<file path="src/rtl/timer_pkg.sv">
package timer_pkg;
  // Clock rates and the slow-clock enable divider
  localparam int REF_CLK_HZ = 100_000_000;
  localparam int SLOW_CLK_HZ = 32_768;
  localparam logic [11:0] SLOW_DIV_COUNT = 12'((REF_CLK_HZ + SLOW_CLK_HZ / 2) / SLOW_CLK_HZ);

  // Register byte offsets
  localparam logic [7:0] OFS_MODE = 8'h00;
  localparam logic [7:0] OFS_STATUS = 8'h04;
  localparam logic [7:0] OFS_VALUE = 8'h08;
  localparam logic [7:0] OFS_ALARM = 8'h0C;
  localparam logic [7:0] OFS_MASK = 8'h10;

  // Mode register fields
  localparam int PRESCALE_LSB = 0;
  localparam int PRESCALE_W = 16;
  localparam int ALM_IEN_BIT = 16;
  localparam int INC_IEN_BIT = 17;
  localparam int RESTART_BIT = 18;
  localparam logic [31:0] MODE_STORE_MASK = 32'h0003_FFFF;

  // Status and mask fields
  localparam int ALARM_FLAG_BIT = 0;
  localparam int INC_FLAG_BIT = 1;
  localparam int NUM_FLAGS = 2;

  // Prescaler period for a zero field, and reset values
  localparam logic [16:0] PRESCALE_ZERO_PERIOD = 17'h1_0000;
  localparam logic [31:0] MODE_RESET = 32'h0000_0000;
  localparam logic [31:0] ALARM_RESET = 32'hFFFF_FFFF;
  localparam logic [1:0] MASK_RESET = 2'h0;
endpackage : timer_pkg

</file>
<file path="src/rtl/timer_link_if.sv">
`timescale 1ns/100ps
interface timer_link_if;
  import timer_pkg::*;
  logic restart;
  logic [PRESCALE_W-1:0] prescale;
  logic inc;
  modport ctrl (output restart, output prescale, input inc);
  modport divider (input restart, input prescale, output inc);
endinterface : timer_link_if

</file>
<file path="src/rtl/event_flags.sv">
`timescale 1ns/100ps
module event_flags
  import timer_pkg::*;
(
  input wire logic ref_clk,
  input wire logic sys_rst,
  input wire logic [NUM_FLAGS-1:0] set,
  input wire logic [NUM_FLAGS-1:0] clr,
  output logic [NUM_FLAGS-1:0] flags_q
);
  logic [NUM_FLAGS-1:0] flags_d;

  //////////////////////////////////////////////////////////////////////////////
  // Sticky flags; a set in the clearing cycle wins so no event is lost
  for (genvar i = 0; i < NUM_FLAGS; i++) begin : g_flag
    always_comb begin
      flags_d[i] = set[i] | (flags_q[i] & ~clr[i]);
    end
    always_ff @(posedge ref_clk or posedge sys_rst) begin
      if (sys_rst) begin
        flags_q[i] <= 1'b0;
      end else begin
        flags_q[i] <= flags_d[i];
      end
    end
  end
endmodule : event_flags

</file>
<file path="src/rtl/slow_clock_interval_timer.sv">
// Chosen here: the register offsets and register access over Avalon-MM.
`timescale 1ns/100ps
module slow_clock_interval_timer
  import timer_pkg::*;
(
  input wire logic ref_clk,
  input wire logic sys_rst,
  input wire logic [7:0] address,
  input wire logic read,
  input wire logic write,
  input wire logic [31:0] writedata,
  input wire logic [3:0] byteenable,
  output logic [31:0] readdata,
  output logic waitrequest,
  output logic irq
);
  logic [31:0] mode_q, mode_d;
  logic [31:0] alarm_q, alarm_d;
  logic [NUM_FLAGS-1:0] mask_q, mask_d;
  logic [31:0] count_q, count_d;
  logic [31:0] readdata_q, readdata_d;
  logic waitrequest_q, waitrequest_d;
  logic irq_q, irq_d;
  logic restart_q, restart_d;
  logic do_write;
  logic [31:0] be_mask;
  logic [NUM_FLAGS-1:0] flag_set, flag_clr, flags;
  logic [NUM_FLAGS-1:0] flag_ien;

  timer_link_if lnk ();

  assign lnk.restart = restart_q;
  assign lnk.prescale = mode_q[PRESCALE_LSB +: PRESCALE_W];
  assign readdata = readdata_q;
  assign waitrequest = waitrequest_q;
  assign irq = irq_q;

  //////////////////////////////////////////////////////////////////////////////
  // Sub-blocks
  slow_tick_prescaler u_prescaler (
    .ref_clk(ref_clk),
    .sys_rst(sys_rst),
    .lnk(lnk.divider)
  );

  event_flags u_flags (
    .ref_clk(ref_clk),
    .sys_rst(sys_rst),
    .set(flag_set),
    .clr(flag_clr),
    .flags_q(flags)
  );

  //////////////////////////////////////////////////////////////////////////////
  // Bus slave: one wait cycle, then the request completes
  always_comb begin
    waitrequest_d = 1'b1;
    readdata_d = readdata_q;
    if ((read | write) & waitrequest_q) begin
      waitrequest_d = 1'b0;
    end
    if (read & waitrequest_q) begin
      unique case (address)
        OFS_MODE: readdata_d = mode_q;
        OFS_STATUS: readdata_d = 32'(flags);
        OFS_VALUE: readdata_d = count_q;
        OFS_ALARM: readdata_d = alarm_q;
        OFS_MASK: readdata_d = 32'(mask_q);
        default: readdata_d = 32'h0000_0000; // Unmapped reads as zero
      endcase
    end
  end

  // Writes take effect at the edge where waitrequest is seen low
  assign do_write = write & ~waitrequest_q;
  assign be_mask = {{8{byteenable[3]}}, {8{byteenable[2]}}, {8{byteenable[1]}}, {8{byteenable[0]}}};

  //////////////////////////////////////////////////////////////////////////////
  // Control registers and restart strobe
  always_comb begin
    mode_d = mode_q;
    alarm_d = alarm_q;
    mask_d = mask_q;
    restart_d = 1'b0;
    flag_clr = '0;
    if (do_write) begin
      unique case (address)
        OFS_MODE: begin
          mode_d = ((mode_q & ~be_mask) | (writedata & be_mask)) & MODE_STORE_MASK;
          restart_d = writedata[RESTART_BIT] & byteenable[2];
        end
        OFS_STATUS: flag_clr = writedata[NUM_FLAGS-1:0] & {NUM_FLAGS{byteenable[0]}};
        OFS_ALARM: alarm_d = (alarm_q & ~be_mask) | (writedata & be_mask);
        OFS_MASK: begin
          if (byteenable[0]) begin
            mask_d = writedata[NUM_FLAGS-1:0];
          end
        end
        default: ; // Unmapped writes are dropped
      endcase
    end
  end

  //////////////////////////////////////////////////////////////////////////////
  // Counter, events and interrupt
  always_comb begin
    count_d = count_q;
    flag_set = '0;
    if (restart_q) begin
      count_d = 32'h0000_0000;
    end else if (lnk.inc) begin
      count_d = count_q + 32'h0000_0001;
      flag_set[INC_FLAG_BIT] = 1'b1;
      // Alarm fires when the new count reaches the alarm value
      flag_set[ALARM_FLAG_BIT] = (count_d == alarm_q);
    end
    flag_ien[ALARM_FLAG_BIT] = mode_q[ALM_IEN_BIT];
    flag_ien[INC_FLAG_BIT] = mode_q[INC_IEN_BIT];
    irq_d = |(flags & flag_ien & mask_q);
  end

  // State registers
  always_ff @(posedge ref_clk or posedge sys_rst) begin
    if (sys_rst) begin
      mode_q <= MODE_RESET;
      alarm_q <= ALARM_RESET;
      mask_q <= MASK_RESET;
      count_q <= 32'h0000_0000;
      readdata_q <= 32'h0000_0000;
      waitrequest_q <= 1'b1;
      irq_q <= 1'b0;
      restart_q <= 1'b0;
    end else begin
      mode_q <= mode_d;
      alarm_q <= alarm_d;
      mask_q <= mask_d;
      count_q <= count_d;
      readdata_q <= readdata_d;
      waitrequest_q <= waitrequest_d;
      irq_q <= irq_d;
      restart_q <= restart_d;
    end
  end
endmodule : slow_clock_interval_timer

</file>
<file path="src/rtl/slow_tick_prescaler.sv">
`timescale 1ns/100ps
module slow_tick_prescaler
  import timer_pkg::*;
(
  input wire logic ref_clk,
  input wire logic sys_rst,
  timer_link_if.divider lnk
);
  logic [11:0] slow_div_q, slow_div_d;
  logic [16:0] presc_cnt_q, presc_cnt_d;
  logic [16:0] period_q, period_d;
  logic inc_q, inc_d;
  logic slow_tick;

  assign lnk.inc = inc_q;

  //////////////////////////////////////////////////////////////////////////////
  // Slow-clock enable and prescaler next state
  always_comb begin
    slow_div_d = slow_div_q + 12'h001;
    slow_tick = 1'b0;
    if (slow_div_q == SLOW_DIV_COUNT - 12'h001) begin
      slow_div_d = 12'h000;
      slow_tick = 1'b1;
    end
    presc_cnt_d = presc_cnt_q;
    period_d = period_q;
    inc_d = 1'b0;
    if (lnk.restart) begin
      slow_div_d = 12'h000;
      presc_cnt_d = 17'h0_0000;
      period_d = (lnk.prescale == '0) ? PRESCALE_ZERO_PERIOD : {1'b0, lnk.prescale};
    end else if (slow_tick) begin
      if (presc_cnt_q == period_q - 17'h0_0001) begin
        presc_cnt_d = 17'h0_0000;
        inc_d = 1'b1;
      end else begin
        presc_cnt_d = presc_cnt_q + 17'h0_0001;
      end
    end
  end

  // Registers; the period only changes on restart so a live field edit cannot glitch a count
  always_ff @(posedge ref_clk or posedge sys_rst) begin
    if (sys_rst) begin
      slow_div_q <= 12'h000;
      presc_cnt_q <= 17'h0_0000;
      period_q <= PRESCALE_ZERO_PERIOD;
      inc_q <= 1'b0;
    end else begin
      slow_div_q <= slow_div_d;
      presc_cnt_q <= presc_cnt_d;
      period_q <= period_d;
      inc_q <= inc_d;
    end
  end
endmodule : slow_tick_prescaler

</file>
<file path="config.mk">
export PLATFORM = sky130hd
export DESIGN_NAME = slow_clock_interval_timer
export DESIGN_NICKNAME = d
export VERILOG_FILES = /design/src/rtl/timer_pkg.sv /design/src/rtl/timer_link_if.sv /design/src/rtl/event_flags.sv /design/src/rtl/slow_clock_interval_timer.sv /design/src/rtl/slow_tick_prescaler.sv
export SDC_FILE = /design/constraint.sdc
export NUM_CORES = 1
export LEC_CHECK = 0
export ABC_CLOCK_PERIOD_IN_PS = 4530
export BUFFER_PORTS_ARGS = -buffer_cell sky130_fd_sc_hd__buf_2
export CORE_ASPECT_RATIO = 1.5
export CORE_MARGIN = 4
export CORE_UTILIZATION = 55
export CTS_CLUSTER_DIAMETER = 150
export DETAILED_ROUTE_END_ITERATION = 8
export HOLD_SLACK_MARGIN = 0.12
export PLACE_DENSITY = 0.77
export SLEW_MARGIN = 10
export SYNTH_ARGS = -nofsm -noshare
export SYNTH_HDL_FRONTEND = slang
export SYNTH_SLANG_ARGS = --single-unit
</file>
<file path="constraint.sdc">
create_clock -name ref_clk -period 4.53 [get_ports ref_clk]
set_input_delay 0.2265 -clock ref_clk [delete_from_list [all_inputs] [get_ports ref_clk]]
set_output_delay 0.2265 -clock ref_clk [all_outputs]
set_load 0.01 [all_outputs]
</file>
==> run summary, run 1 <==
Clock Tree Buf Depth -> 2
Setup ws final -> 0.932 ns
Die Ht -> 168 µm
Max Cap Viol -> 0
Die W -> 115 µm
Worst Setup SP -> u_prescaler.period_q[0]
Length of the first detailed-routing pass in iterations -> 7
CP max FO -> 13
GRT Total Usage -> 25.5%
YS warnings -> 0
Unrepaired setup endpoints after global routing -> no
Die ar. -> 19300 µm²
Area grow syn2layout -> 15.8%
Largest net degree at the start of global routing -> 169
IO Count -> 82
Number of global-route vias before repair -> 7853
Syn Nets -> 998
Top post-synthesis cells by area -> dfrtp_1 36%, dfstp_2 9.5%, mux2_2 7.1%, xor2_1 4.8%, nand2_1 4.1%
Port Buffers -> 81
Congestion Overflow GR -> 0
GPL Wtd Cong -> 0.949
Drt total wl -> 23.8 mm
Leak -> 4.93 nW
Top cell type's share of synthesized area -> 35.7%
Setup crit start kind -> flop
Starting DRC count in detailed routing -> 737
Total CTS buffers -> 17
CTS Sinks -> 168
Final setup violation count -> 0
Synth unique cells -> 70
Worst slack, placed -> 0.963 ns
Clock latency reported for the late side of the worst-skew pair -> 0.44 ns
R2R depth -> 9
Antenna violations before repair -> 0
Worst EP arrival -> 3.92 ns
Final period utilization -> 79.4%
NumNets Final -> 1088
Worst setup EP type -> flop
Syn avg cell area -> 9.94 µm²
Crit path time final -> 3.60 ns
Cells after synthesis -> 946
Fmax -> 278 MHz
VDD IR-drop max -> 0.214 mV
Post-synth top flop -> dfrtp_1
H-tree depth -> 4
Finished Cell Area -> 10900 µm²
CP max-delay cell -> or4_4
Routed wire length per instance -> 18.9 µm
Worst slew margin -> 29.0%
Post-synthesis sequential area ratio -> 45.2%
PwrDens -> 293 nW/µm²
DP Wirelength -> 16.9 mm
Layout cell share with drive strength beyond 1 -> 23.6%
Worst reg2reg startpoint -> u_prescaler.period_q[0]
Starting Density -> 56.1%
Yosys top cell by area -> dfrtp_1
Clock transition at path regs -> 0.07 ns
Antenna cells -> 0
Placed cell areas -> 9950 µm²
Vias -> 7674
Class of the worst hold path -> input port to flop
Post-synth EDFFs -> 0
Worst Setup EP -> u_prescaler.presc_cnt_q[2]
Vias/cell -> 6.10
Worst slew pin tran -> 1.05 ns
Std-Cell Rows -> 58
WP data required -> 4.85 ns
CP max stage delay -> 0.60 ns
Critical path type -> flop to flop
Max Slew Vio Count -> 0
Async SR Flop Fraction -> 100%
R2R Path End -> u_prescaler.presc_cnt_q[2]
Status -> finished, final reports clean
DRC -> 0
First-pass GRT wire length -> 39.3 mm
Fin Clk Skew -> 0.0108 ns
Core area -> 16800 µm²
CTS tree -> yes
Flops & latches, synth -> 168
Setup TNS -> 0 ns
Critical Path, Cell by Cell -> inv_1, ha_1, nor2b_1, nand2_1, or4_4, a2111oi_4, nand4b_2, o32a_1, a31o_1
DRT antenna net count -> 0
Post-synthesis cell area -> 9400 µm²
Final hold viol count -> 0
Clock root buffer -> clkbuf_16
Flop-to-flop setup slack -> 0.93 ns
[report_power, final]
| group | switching, mW | internal (mW) |
|---|---|---|
| clock network | 0.627 | 0.793 |
| registers | 0.0398 | 1.54 |
| logic | 0.103 | 0.0873 |
| total | 0.770 | 2.42 |
[cell usage after synthesis, drive strengths merged (31+ instances only)]
cell type	instances
nand2	104
o21ai	51
dfstp	34
dfrtp	134
nor2	61
and3	31
xnor2	44
nand3	45
clkbuf	50
nor3	31
mux2	59
xor2	52
[worst max-delay path: cells and delay by family, from the launching register on]
kind	cells	cell delay (ns)
AND/OR/NAND/NOR	4	1.64
buffers and inverters	1	0.11
AO/OA/AOI/OAI	3	1.03
adder cells (fa/ha/maj)	1	0.29
flip-flops	1	0.41
[metrics by stage]
step,instances,hold slack [ns],util [%],power (mW)
5_1_grt,1259,0.284,64.9,3.31
6_report,1259,0.266,64.9,3.19
2_1_floorplan,946,0.290,-,1.71
4_1_cts,1259,0.254,64.9,3.22
3_5_place_dp,1191,0.401,59.4,1.78
3_3_place_gp,1191,0.392,59.4,1.77
[timing repair]
item	in CTS	in global routing
setup endpoints to repair	0	0
hold buffers	36	0
hold endpoints to repair	77	0
buffers inserted	0	0
gates resized for setup	0	0
[layout make-up]
cell class | count | area (µm²)
clock buffers | 20 | 457
clock inverters | 12 | 116
fillers | 1314 | 5880
inverters | 12 | 48.8
multi-input cells | 708 | 4890
flip-flops and latches | 168 | 4250
well taps | 210 | 263
repair buffers | 129 | 868
[cell usage in the layout (no fill, tap or decap), types with 6 or more instances in the layout]
cell,synthesis,routed
dfrtp_1,134,134
nand2_1,103,103
buf_2,2,81
nor2_1,61,61
mux2_2,59,59
xor2_1,52,52
o21ai_0,51,50
nand3_1,45,45
xnor2_1,44,44
dlygate4sd3_1,0,36
dfstp_2,34,34
and3_1,31,31
nor3_1,29,29
mux2i_1,22,22
nand4_1,21,21
clkbuf_16,0,17
a222oi_1,16,16
a21oi_1,15,15
or3_1,13,13
nor4_1,14,13
inv_1,12,11
buf_4,1,11
o32ai_2,10,10
o31ai_1,9,9
a22o_1,9,9
and2_1,8,8
and4_1,8,8
nor2b_1,7,7
a211oi_1,6,6
or2_2,6,6
[logic make-up after synthesis]
group                    Yosys count  share of synthesized area (%)
XOR/XNOR                          96                           8.94
multiplexers                      81                           9.41
buffers and inverters             70                           2.94
AND/OR/NAND/NOR                  372                           20.4
adder cells (fa/ha/maj)            4                          0.532
flip-flops                       168                           45.2
AO/OA/AOI/OAI                    155                           12.6
[per-layer routing]
layer | share of wire, % | vias to the layer above | global-route usage [%] | routed length [µm]
li1 | - | 3625 | - | -
met1 | 38 | 3770 | 29.1 | 8990
met2 | 54 | 223 | 46.3 | 13000
met3 | 4.1 | 56 | 4.46 | 975
met4 | 3.7 | 0 | 10.3 | 876
met5 | 0 | - | 0 | 0
[how the worst min path moves through the flow]
stage                        endpoint          start  slack (ns)  depth (start not counted)
after floorplan           waitrequest          write        0.29                          1
after global placement    waitrequest          write        0.39                          2
after detailed placement  waitrequest          write        0.40                          2
after CTS                 lnk.restart  byteenable[2]        0.25                          3
after global routing      lnk.restart  byteenable[2]        0.28                          3
final                     lnk.restart  byteenable[2]        0.27                          3
Power figures use the tool's default switching activity.
==> run 2: changes to the inputs <==
--- a/config.mk
+++ b/config.mk
@@ -5,7 +5,8 @@
 export SDC_FILE = /design/constraint.sdc
 export NUM_CORES = 1
 export LEC_CHECK = 0
-export ABC_CLOCK_PERIOD_IN_PS = 4530
+export ABC_AREA = 1
+export ABC_CLOCK_PERIOD_IN_PS = 3100
 export BUFFER_PORTS_ARGS = -buffer_cell sky130_fd_sc_hd__buf_2
 export CORE_ASPECT_RATIO = 1.5
 export CORE_MARGIN = 4
==> constraint.sdc (replaced) <==
create_clock -name ref_clk -period 3.1 [get_ports ref_clk]
set_input_delay 0.155 -clock ref_clk [delete_from_list [all_inputs] [get_ports ref_clk]]
set_output_delay 0.155 -clock ref_clk [all_outputs]
set_load 0.01 [all_outputs]
==> run 2 against run 1 <==
Sequential cell count did not move. Setup slack worse by 0.10 ns. Hold slack got worse by 0.11 ns. Core utilization up 0.41 points. Global-route usage increased by 4.9 points. Sequential power rose by 46%. Clock-buffer cell count decreased by 2. Clock power rose by 54%. Sequential share of layout area down 1.4 points. Area after synthesis increased by 2.7%. Via count up 22%. Cell area rose by 3.7%. Critical endpoint unchanged.
==> run summary, run 2 <==
Status -> finished, final reports clean
Number of global-route vias before repair -> 9363
R2R depth -> 11
Length of the first detailed-routing pass in iterations -> 5
Congestion Overflow GR -> 0
Die ar. -> 19800 µm²
Vias/cell -> 5.56
Fin Clk Skew -> 0.00826 ns
Clock root buffer -> clkbuf_16
First-pass GRT wire length -> 46.2 mm
Total chip power -> 4.82 mW
Starting DRC count in detailed routing -> 668
Worst EP arrival -> 2.60 ns
Clock Tree Buf Depth -> 2
Final cell count without fillers -> 1683
Met2 usage -> 54.3%
Post-synth EDFFs -> 0
GPL Wtd Cong -> 1.03
Worst setup EP type -> flop
GRT Total Usage -> 30.3%
Critical path type -> flop to flop
Port Buffers -> 81
Core area -> 17300 µm²
Unrepaired setup endpoints after global routing -> no
Worst slew margin -> 45.8%
Post-synthesis sequential area ratio -> 44.0%
Layout cell share with drive strength beyond 1 -> 14.1%
Die W -> 116 µm
Routed wire length per instance -> 16.9 µm
Most common cell after layout, fill and taps aside -> nand2_1
Drt total wl -> 28.5 mm
CP max FO -> 10
Setup crit start kind -> flop
Post-synthesis cell area -> 9660 µm²
Post-synth top flop -> dfrtp_1
Met1 usage -> 31.9%
Async SR Flop Fraction -> 100%
Max Cap Viol -> 0
Hold Path Cell Cnt -> 4
Final period utilization -> 73.3%
Cells after synthesis -> 1341
Final hold viol count -> 0
Most frequent cell after synthesis -> nand2_1
Leak -> 5.66 nW
WP data required -> 3.42 ns
CTS Sinks -> 168
Largest net degree at the start of global routing -> 80
Top post-synthesis cells by area -> dfrtp_1 35%, nand2_1 16%, dfstp_2 9.2%, inv_1 6.7%, nand3_1 5.4%
DRC -> 0
Synth top cells by count -> 413 x nand2_1, 172 x inv_1, 134 x dfrtp_1, 127 x nor2_1, 105 x nand3_1
YS warnings -> 0
Vias -> 9360
Die Ht -> 170 µm
Top cell type's share of synthesized area -> 34.7%
Class of the worst hold path -> input port to flop
Fmax -> 440 MHz
Syn Nets -> 1393
Routing usage on met3 -> 4.38%
Starting Density -> 55.9%
Most frequent cells in the layout -> 413 x nand2_1, 171 x inv_1, 134 x dfrtp_1
DRT antenna net count -> 0
Placed insts -> 1615
Total CTS buffers -> 17
Syn avg cell area -> 7.20 µm²
H-tree depth -> 4
Post-CTS setup buffers -> 0
Final setup violation count -> 0
DP Wirelength -> 21.1 mm
Crit path time final -> 2.27 ns
Clock latency reported for the late side of the worst-skew pair -> 0.44 ns
Antenna violations before repair -> 0
GRT Max-Usage Layer -> met2
Setup TNS -> 0 ns
Worst slew pin tran -> 0.812 ns
Clock transition at path regs -> 0.07 ns
IO Count -> 82
PwrDens -> 427 nW/µm²
Area grow syn2layout -> 16.9%
Flops & latches, synth -> 168
NumNets Final -> 1509
CTS tree -> yes
VDD IR-drop max -> 0.312 mV
Std-Cell Rows -> 59
Max Slew Vio Count -> 0
Antenna cells -> 0
Yosys top cell by area -> dfrtp_1
Synth unique cells -> 41
## run 2: cell types whose count changed in the layout (fill, tap and decap cells not counted), sizes merged, moves of 27 or more
| cell | before | now |
|---|---|---|
| and3 | 31 | 1 |
| inv | 15 | 183 |
| o22ai | 1 | 53 |
| o21ai | 51 | 93 |
| nand3 | 45 | 112 |
| nor2 | 61 | 145 |
| xnor2 | 44 | 9 |
| mux2 | 59 | 2 |
| xor2 | 52 | 25 |
| nand2 | 104 | 426 |
## run 2: routing by layer
| metal | vias up | wire [µm] |
|---|---|---|
| li1 | 4556 | - |
| met1 | 4391 | 9920 |
| met2 | 289 | 15200 |
| met3 | 124 | 1120 |
| met4 | 0 | 2270 |
| met5 | - | 0 |
## run 2: cell type report
| class | count | area (µm²) |
|---|---|---|
| Clock buffer | 18 | 439 |
| Clock inverter | 14 | 161 |
| Fill cell | 1508 | 5990 |
| Inverter | 177 | 668 |
| Multi-Input combinational cell | 963 | 4620 |
| Sequential cell | 168 | 4250 |
| Tap cell | 213 | 267 |
| Timing Repair Buffer | 130 | 888 |
## run 2: worst paths after layout
| kind | start | end | slack, ns |
|---|---|---|---|
| max in group asynchronous | sys_rst | asynchronous set/reset pin | 1.79 |
| hold reg to reg | u_prescaler.slow_div_q[0] | u_prescaler.slow_div_q[0] | 0.46 |
| min in group asynchronous | sys_rst | u_prescaler.period_q[3] | 0.42 |
| setup / recovery | u_prescaler.period_q[0] | u_prescaler.presc_cnt_q[2] | 0.83 |
| hold / removal | byteenable[0] | u_flags.flags_q[1] | 0.15 |
| setup reg to reg | u_prescaler.period_q[0] | u_prescaler.presc_cnt_q[2] | 0.83 |
## run 2: metrics by stage
stage | hold WS (ns) | utilization (%) | cell area (µm²) | worst slack (ns)
detailed placement | 0.334 | 59.8 | 10300 | 0.838
CTS | 0.138 | 65.3 | 11300 | 0.807
finish | 0.154 | 65.3 | 11300 | 0.828
global placement | 0.329 | 59.8 | 10300 | 0.902
global route | 0.182 | 65.3 | 11300 | 0.595
floorplan | 0.218 | - | 9660 | 0.832
## run 2: logic make-up (layout without fill, tap and decap cells)
kind of cell | Yosys count | after routing | share of synthesized area, %
AOI/OAI and AO/OA | 183 | 183 | 10.3
xor gates and xnor gates | 34 | 34 | 3.08
adders and majority gates | 4 | 4 | 0.518
buffers and inverters | 210 | 339 | 8.23
DFF | 168 | 168 | 44.0
muxes | 4 | 4 | 0.440
and+or+nand+nor | 738 | 738 | 33.5
## run 2: critical path, cell delays in order (launching register included)
cell and delay, ns:
dfrtp_1 0.41, inv_2 0.11, ha_1 0.19, nand2_1 0.16, nor2_4 0.21, nand3_1 0.11, xnor2_1 0.25, nand3_1 0.15
nor2_1 0.14, nand3_2 0.22, nand3_1 0.14, nand2_1 0.06
## run 2: timing repair
item | in CTS | in global routing
hold endpoints to repair | 81 | 0
gates resized for setup | 0 | 0
hold buffers | 36 | 0
## run 2: report_power, final
part	switching (mW)	total, mW	leakage [nW]	internal (mW)
sequential	0.0460	2.30	2.18	2.25
clock	0.962	2.19	0.296	1.23
combinational	0.202	0.328	3.18	0.126
total	1.21	4.82	5.66	3.61
